`src/rtl/asr_pkg.sv`:
```
package asr_pkg;

  // Memory geometry and timer width
  localparam int ADDR_W = 11;
  localparam int DATA_W = 8;
  localparam int TMR_W  = 8;

  // Clock rate
  localparam int CLK_PERIOD_NS = 25;

  // Pin timing, in ns; defaults suit a slow speed grade
  localparam int READ_CYCLE_TIME_NS              = 120;
  localparam int WRITE_PULSE_TIME_NS             = 70;
  localparam int WRITE_RECOVERY_TIME_NS          = 10;
  localparam int DESELECT_TO_RETENTION_TIME_NS   = 0;
  localparam int RETENTION_EXIT_RECOVERY_TIME_NS = READ_CYCLE_TIME_NS;

  // Least times round up, never below one cycle
  localparam int READ_CYCLE_RAW  = (READ_CYCLE_TIME_NS + CLK_PERIOD_NS - 1) / CLK_PERIOD_NS;
  localparam int WRITE_PULSE_RAW = (WRITE_PULSE_TIME_NS + CLK_PERIOD_NS - 1) / CLK_PERIOD_NS;
  localparam int WRITE_REC_RAW   = (WRITE_RECOVERY_TIME_NS + CLK_PERIOD_NS - 1) / CLK_PERIOD_NS;
  localparam int RESUME_RAW      =
    (RETENTION_EXIT_RECOVERY_TIME_NS + CLK_PERIOD_NS - 1) / CLK_PERIOD_NS;

  localparam logic [TMR_W-1:0] READ_CYCLE_CYC  =
    TMR_W'((READ_CYCLE_RAW < 1) ? 1 : READ_CYCLE_RAW);
  localparam logic [TMR_W-1:0] WRITE_PULSE_CYC =
    TMR_W'((WRITE_PULSE_RAW < 1) ? 1 : WRITE_PULSE_RAW);
  localparam logic [TMR_W-1:0] WRITE_REC_CYC   =
    TMR_W'((WRITE_REC_RAW < 1) ? 1 : WRITE_REC_RAW);
  localparam logic [TMR_W-1:0] RESUME_CYC      =
    TMR_W'((RESUME_RAW < 1) ? 1 : RESUME_RAW);
  localparam logic [TMR_W-1:0] SETUP_CYC       = 8'h01;
  localparam logic [TMR_W-1:0] TMR_IDLE        = 8'h00;
  localparam logic [TMR_W-1:0] TMR_ONE         = 8'h01;

  // Sequencer states
  typedef enum logic [2:0] {
    ST_IDLE,
    ST_RD_SETUP,
    ST_RD_ACTIVE,
    ST_WR_SETUP,
    ST_WR_PULSE,
    ST_WR_RECOVER,
    ST_RETAIN,
    ST_RESUME
  } asr_state_type;

endpackage

```
`src/rtl/asr_timer_if.sv`:
```
interface asr_timer_if;
  logic                           load;
  logic [asr_pkg::TMR_W-1:0]      value;
  logic                           done;

  modport ctrl  (output load, output value, input done);
  modport timer (input load, input value, output done);
endinterface

```
`src/rtl/asr_timer.sv`:
```
module asr_timer (
  // Clock and reset
  input  wire logic  clk,
  input  wire logic  rst_n,
  // Control from sequencer
  asr_timer_if.timer tif
);

  logic [asr_pkg::TMR_W-1:0] count;

  // Load wins over the running count
  always_ff @(posedge clk or negedge rst_n)
  begin
    if (!rst_n)
      count <= asr_pkg::TMR_IDLE;
    else if (tif.load)
      count <= tif.value;
    else if (count != asr_pkg::TMR_IDLE)
      count <= count - asr_pkg::TMR_ONE;
  end

  // Last cycle of a phase; a load of N gives exactly N cycles
  assign tif.done = (count <= asr_pkg::TMR_ONE);

endmodule

```
`src/rtl/asr_host.sv`:
```
module asr_host (
  // Clock and reset
  input  wire logic                        REF_CLK_IN,
  input  wire logic                        RESET_N_IN,
  // User request side
  input  wire logic                        REQ_IN,
  input  wire logic                        WRITE_IN,
  input  wire logic [asr_pkg::ADDR_W-1:0]  ADDR_IN,
  input  wire logic [asr_pkg::DATA_W-1:0]  WDATA_IN,
  output logic                             READY_OUT,
  output logic [asr_pkg::DATA_W-1:0]       RDATA_OUT,
  output logic                             RDATA_VALID_OUT,
  // Supply monitor
  input  wire logic                        SUPPLY_OK_IN,
  output logic                             RETAIN_OUT,
  // Memory pins
  output logic                             SEL_N_OUT,
  output logic                             GATE_N_OUT,
  output logic                             STROBE_N_OUT,
  output logic [asr_pkg::ADDR_W-1:0]       ADDR_OUT,
  input  wire logic [asr_pkg::DATA_W-1:0]  DATA_IN,
  output logic [asr_pkg::DATA_W-1:0]       DATA_OUT,
  output logic                             DATA_OE_OUT
);

  ////////////////////////////////////////////////////////////////////////////////
  // Declarations

  asr_pkg::asr_state_type    state;
  asr_pkg::asr_state_type    next_state;
  logic [asr_pkg::TMR_W-1:0] next_tmr_value;
  logic                      accept;

  // One shared phase counter serves every timed phase
  asr_timer_if tif ();

  asr_timer u_timer (
    .clk   (REF_CLK_IN),
    .rst_n (RESET_N_IN),
    .tif   (tif.timer)
  );

  // Pin decode shared by the output flops
  function automatic logic sel_active(input asr_pkg::asr_state_type s);
    return (s == asr_pkg::ST_RD_ACTIVE) || (s == asr_pkg::ST_WR_PULSE);
  endfunction

  function automatic logic data_driven(input asr_pkg::asr_state_type s);
    return (s == asr_pkg::ST_WR_PULSE) || (s == asr_pkg::ST_WR_RECOVER);
  endfunction

  // Gate and strobe decode to disjoint phases, so never low together
  function automatic logic gate_active(input asr_pkg::asr_state_type s);
    return s == asr_pkg::ST_RD_ACTIVE;
  endfunction

  function automatic logic strobe_active(input asr_pkg::asr_state_type s);
    return s == asr_pkg::ST_WR_PULSE;
  endfunction

  ////////////////////////////////////////////////////////////////////////////////
  // Sequencer

  // Request taken only from idle with the supply good
  assign accept = (state == asr_pkg::ST_IDLE) && REQ_IN && SUPPLY_OK_IN;

  // Next state; supply loss overrides every phase
  always_comb
  begin
    next_state = state;
    unique case (state)
      asr_pkg::ST_IDLE:
        if (accept)
          next_state = WRITE_IN ? asr_pkg::ST_WR_SETUP : asr_pkg::ST_RD_SETUP;
      asr_pkg::ST_RD_SETUP:
        next_state = asr_pkg::ST_RD_ACTIVE;
      asr_pkg::ST_RD_ACTIVE:
        if (tif.done)
          next_state = asr_pkg::ST_IDLE;
      asr_pkg::ST_WR_SETUP:
        next_state = asr_pkg::ST_WR_PULSE;
      asr_pkg::ST_WR_PULSE:
        if (tif.done)
          next_state = asr_pkg::ST_WR_RECOVER;
      asr_pkg::ST_WR_RECOVER:
        if (tif.done)
          next_state = asr_pkg::ST_IDLE;
      asr_pkg::ST_RETAIN:
        if (SUPPLY_OK_IN)
          next_state = asr_pkg::ST_RESUME;
      asr_pkg::ST_RESUME:
        if (tif.done)
          next_state = asr_pkg::ST_IDLE;
    endcase
    if (!SUPPLY_OK_IN)
      next_state = asr_pkg::ST_RETAIN;
  end

  // Phase length for the state being entered
  always_comb
  begin
    next_tmr_value = asr_pkg::SETUP_CYC;
    unique case (next_state)
      asr_pkg::ST_RD_ACTIVE:  next_tmr_value = asr_pkg::READ_CYCLE_CYC;
      asr_pkg::ST_WR_PULSE:   next_tmr_value = asr_pkg::WRITE_PULSE_CYC;
      asr_pkg::ST_WR_RECOVER: next_tmr_value = asr_pkg::WRITE_REC_CYC;
      asr_pkg::ST_RESUME:     next_tmr_value = asr_pkg::RESUME_CYC;
      default:                next_tmr_value = asr_pkg::SETUP_CYC;
    endcase
  end

  // Timer restarts on every change of phase
  assign tif.load  = (next_state != state);
  assign tif.value = next_tmr_value;

  // State register
  always_ff @(posedge REF_CLK_IN or negedge RESET_N_IN)
  begin
    if (!RESET_N_IN)
      state <= asr_pkg::ST_IDLE;
    else
      state <= next_state;
  end

  ////////////////////////////////////////////////////////////////////////////////
  // Memory control pins, registered from the next state

  // Select and write strobe fall together so memory outputs stay off
  always_ff @(posedge REF_CLK_IN or negedge RESET_N_IN)
  begin
    if (!RESET_N_IN)
    begin
      SEL_N_OUT    <= 1'b1;
      GATE_N_OUT   <= 1'b1;
      STROBE_N_OUT <= 1'b1;
    end
    else
    begin
      SEL_N_OUT    <= !sel_active(next_state);
      GATE_N_OUT   <= !gate_active(next_state);
      STROBE_N_OUT <= !strobe_active(next_state);
    end
  end

  // Address moves only in idle, where strobe is already high
  // Loading it elsewhere would let a write land at a moving address
  always_ff @(posedge REF_CLK_IN or negedge RESET_N_IN)
  begin
    if (!RESET_N_IN)
      ADDR_OUT <= '0;
    else if (accept)
      ADDR_OUT <= ADDR_IN;
  end

  // Write data held through recovery for hold time; memory gate stays high
  always_ff @(posedge REF_CLK_IN or negedge RESET_N_IN)
  begin
    if (!RESET_N_IN)
    begin
      DATA_OUT    <= '0;
      DATA_OE_OUT <= 1'b0;
    end
    else
    begin
      if (accept && WRITE_IN)
        DATA_OUT <= WDATA_IN;
      DATA_OE_OUT <= data_driven(next_state);
    end
  end

  ////////////////////////////////////////////////////////////////////////////////
  // User side

  // Read data sampled on the last cycle of the full read cycle
  always_ff @(posedge REF_CLK_IN or negedge RESET_N_IN)
  begin
    if (!RESET_N_IN)
    begin
      RDATA_OUT       <= '0;
      RDATA_VALID_OUT <= 1'b0;
    end
    else
    begin
      RDATA_VALID_OUT <= 1'b0;
      if (gate_active(state) && tif.done && SUPPLY_OK_IN)
      begin
        RDATA_OUT       <= DATA_IN;
        RDATA_VALID_OUT <= 1'b1;
      end
    end
  end

  // Status flags; ready drops in the cycle a request is taken
  always_ff @(posedge REF_CLK_IN or negedge RESET_N_IN)
  begin
    if (!RESET_N_IN)
    begin
      READY_OUT  <= 1'b0;
      RETAIN_OUT <= 1'b0;
    end
    else
    begin
      READY_OUT  <= (next_state == asr_pkg::ST_IDLE) && !accept;
      RETAIN_OUT <= (next_state == asr_pkg::ST_RETAIN);
    end
  end

endmodule

```
`config.mk`:
```
export PLATFORM = sky130hd
export DESIGN_NAME = asr_host
export DESIGN_NICKNAME = d
export VERILOG_FILES = /design/src/rtl/asr_pkg.sv /design/src/rtl/asr_timer_if.sv /design/src/rtl/asr_timer.sv /design/src/rtl/asr_host.sv
export SDC_FILE = /design/constraint.sdc
export NUM_CORES = 1
export LEC_CHECK = 0
export ABC_AREA = 1
export BUFFER_PORTS_ARGS = -buffer_cell sky130_fd_sc_hd__buf_2
export CORE_MARGIN = 5
export CORE_UTILIZATION = 40
export DETAILED_ROUTE_END_ITERATION = 8
export PLACE_DENSITY = 0.75
export SYNTH_ARGS = -nofsm -noshare
export SYNTH_HDL_FRONTEND = slang
export SYNTH_SLANG_ARGS = --single-unit
```
`constraint.sdc`:
```
create_clock -name REF_CLK_IN -period 2.8 [get_ports REF_CLK_IN]
set_input_delay 0.14 -clock REF_CLK_IN [delete_from_list [all_inputs] [get_ports REF_CLK_IN]]
set_output_delay 0.14 -clock REF_CLK_IN [all_outputs]
set_load 0.005 [all_outputs]
```
==> results.toml <==
[status]
outcome = "finished with violations"
violations = "negative hold slack"

[place]
dpl_cell_area_sq_mm = 0.00244
place_inst = 355
gp_congestion = 0.786
place_hpwl_mm = 3.05
port_buffers = 65

[grt]
grt_pass1_vias = 1605
grtUsageTotal = 0.137
grt_max_degree = 46
grt_pass1_wl_mm = 7.01
antenna_found_initial = 0
overflow = 0

[floorplan]
rows = 26
fp.dieH_microns = 81.3
core_sq_mm = 0.00501
initial_core_util = 0.406
dieArea_sq_mm = 0.00661
pin_count = 66
die_w_microns = 81.3

[clocking]
worstSkewPairLatency_ns = 0.29
post_cts_resized = 0
clk_path_buf_depth = 2
cts_sinks = 45
cts_tree = "done"
post_cts_buffers = 0
cts_root_buf = "clkbuf_8"
clkTransAtPathRegs_ns = 0.08
cts_buffers = 5
h-tree-depth = 2
cts_hold_buf = 0

[yosys]
synth_top_area_frac = 0.517
syn_avg_cell_area_sq_um = 9.19
ys_ff_latch = 45
ys_async_sr_fraction = 1.00
ys_warn_count = 0
synth.yosys.seq_area_share = 0.556
synth-edff-count = 0
yosysTopAreaCell = "dfrtp_1"
syn_inst = 221
netlist_area_sq_mm = 0.00203
syn-num-nets = 255
yosys-top-cells-area = "dfrtp_1 (52%), nand2_1 (14%), mux2_2 (6.1%)"
synthFlopType = "dfrtp_1"
synth_cell_types = 24

[final_layout]
fin_util = 0.504
final_nets = 326
antenna_cells = 0
finish.instance_area_sq_mm = 0.00253
final_common_cell = "nand2_1"
layout_common_cells = "nand2_1 (78), buf_2 (65), dfrtp_1 (42)"
syn2layout_area_growth_pct = 24.3
drive_above_1_share = 0.341
final_cells = 363
fillers = 507

[setup_path]
crit_fanout = 4
cp-end-kind = "flip-flop"
crit_required_ns = 3.04
worstPathBufferInverterCount = 2
criticalPathCategory = "flip-flop to flip-flop"
cp_slowest_stage_delay_ns = 0.40
crit_chain = "inv_1 -> ha_1 -> nor2_1 -> nor2_1 -> nand2_2 -> nand2_1 -> nand3_1 -> nand2_1 -> inv_1 -> nor3_1 -> nand2_1 -> nand3_1"
crit_arrival_ns = 2.25
crit_path_frequent_cell = "nand2_1"
cp_slowest_cell = "dfrtp_1"
critPathLaunchType = "flip-flop"
critPathTopFamily = "simple AND/OR/NAND/NOR gates"

[drt]
firstDrtPassIters = 4
vias = 1613
viasPerCell = 4.44
drt-initial-drc-count = 53
drc = 0
ant_nets = 0
wirelength_mm = 4.02
routedWlPerCell_microns = 11.1

[timing]
whs_ns = -0.00934
clock_skew_ns = 0.00445
tns_ns = 0
rsz0062_at_grt = "no"
min_period_over_period = 0.721
slew_headroom = 0.358
worst_pin_slew_ns = 0.963
finalSetupViolations = 0
maxSlewViolCount = 0
finalHoldViolCount = 13
period_minus_slack_ns = 2.02
fmax_ghz = 0.495

[power]
ir_worst_vdd_uv = 464
leakage_nw = 1.45
powerDensity_mw_per_mm2 = 950

[worst_hold_path]
hold_class = "input pin to async pin"

[flow_run]
cap_violations = 0
## worst reg2reg max path, cell delays in order (launching register included)
cell     delay (ns)
dfrtp_1        0.40
inv_1          0.11
ha_1           0.22
nor2_1         0.05
nor2_1         0.16
nand2_2        0.11
nand2_1        0.09
nand3_1        0.11
nand2_1        0.15
inv_1          0.07
nor3_1         0.29
nand2_1        0.10
nand3_1        0.09
## flip-flops by register name (all words and copies together), names as in the netlist
name             count
state                3
u_timer.count        8
READY_OUT            1
ADDR_OUT            11
RDATA_OUT            8
RETAIN_OUT           1
DATA_OE_OUT          1
STROBE_N_OUT         1
DATA_OUT             8
RDATA_VALID_OUT      1
SEL_N_OUT            1
GATE_N_OUT           1
## through the flow
step | total power [mW] | setup slack [ns] | hold WS, ns
after floorplan | 1.70 | 1.05 | -0.156
after detailed placement | 2.03 | 0.771 | 0.341
after global placement | 2.01 | 0.835 | 0.343
final | 2.40 | 0.781 | -0.00934
after global routing | 2.63 | 0.479 | 0.0212
after CTS | 2.44 | 0.745 | 0.0221
## synth_stat cells, types with 3 or more instances
master / n
dfstp_2: 3
nor2_1: 20
nand3_1: 13
dfrtp_1: 42
nand2_1: 78
inv_1: 26
mux2_2: 11
xor2_1: 3
nand2_2: 3
a21oi_1: 3
nor2_2: 3
## logic make-up (layout without fill, tap and decap cells)
| logic type | after synthesis | count (layout) | share of synthesized area |
|---|---|---|---|
| AOI/OAI and AO/OA | 5 | 5 | 0.0129 |
| and+or+nand+nor | 126 | 126 | 0.288 |
| buffers and inverters | 28 | 100 | 0.0523 |
| DFF | 45 | 45 | 0.556 |
| xor gates and xnor gates | 4 | 4 | 0.0172 |
| muxes | 11 | 11 | 0.0610 |
| adders and majority gates | 2 | 2 | 0.0123 |
## final timing paths
path	startpoint	to	slack, ns	cells after the start
worst max register to register	u_timer.count[0]$_DFFE_PN0P_	u_timer.count[1]$_DFFE_PN0P_	0.78	12
max in group asynchronous	RESET_N_IN	u_timer.count[4]$_DFFE_PN0P_	2.21	1
worst max-delay path	u_timer.count[0]$_DFFE_PN0P_	u_timer.count[1]$_DFFE_PN0P_	0.78	12
worst min register to register	RDATA_OUT[5]$_DFFE_PN0P_	RDATA_OUT[5]$_DFFE_PN0P_	0.47	2
worst min-delay path	RESET_N_IN	u_timer.count[5]$_DFFE_PN0P_	-0.009	1
min in group REF_CLK_IN	SUPPLY_OK_IN	RETAIN_OUT$_DFF_PN0_	0.03	2
## layer usage
| layer | GRT usage | up-vias | part of all wire |
|---|---|---|---|
| li1 | - | 821 | - |
| met1 | 0.161 | 747 | 0.42 |
| met2 | 0.234 | 39 | 0.50 |
| met3 | 0.0388 | 6 | 0.066 |
| met4 | 0.0557 | 0 | 0.012 |
| met5 | 0 | - | 0 |
## layout make-up
cell class / count / area, sq um / area share
flip-flops and latches: 45 / 1130 / 0.447
multi-input cells: 148 / 796 / 0.315
repair buffers: 65 / 325 / 0.129
inverters: 27 / 101 / 0.0401
well taps: 70 / 87.6 / 0.0347
clock buffers: 5 / 68.8 / 0.0272
clock inverters: 3 / 17.5 / 0.00693
## power by group
group	internal, mW	switching [mW]
Clock	0.172	0.217
Combinational	0.405	0.611
Sequential	0.869	0.127
(Power assumes the default switching activity.)
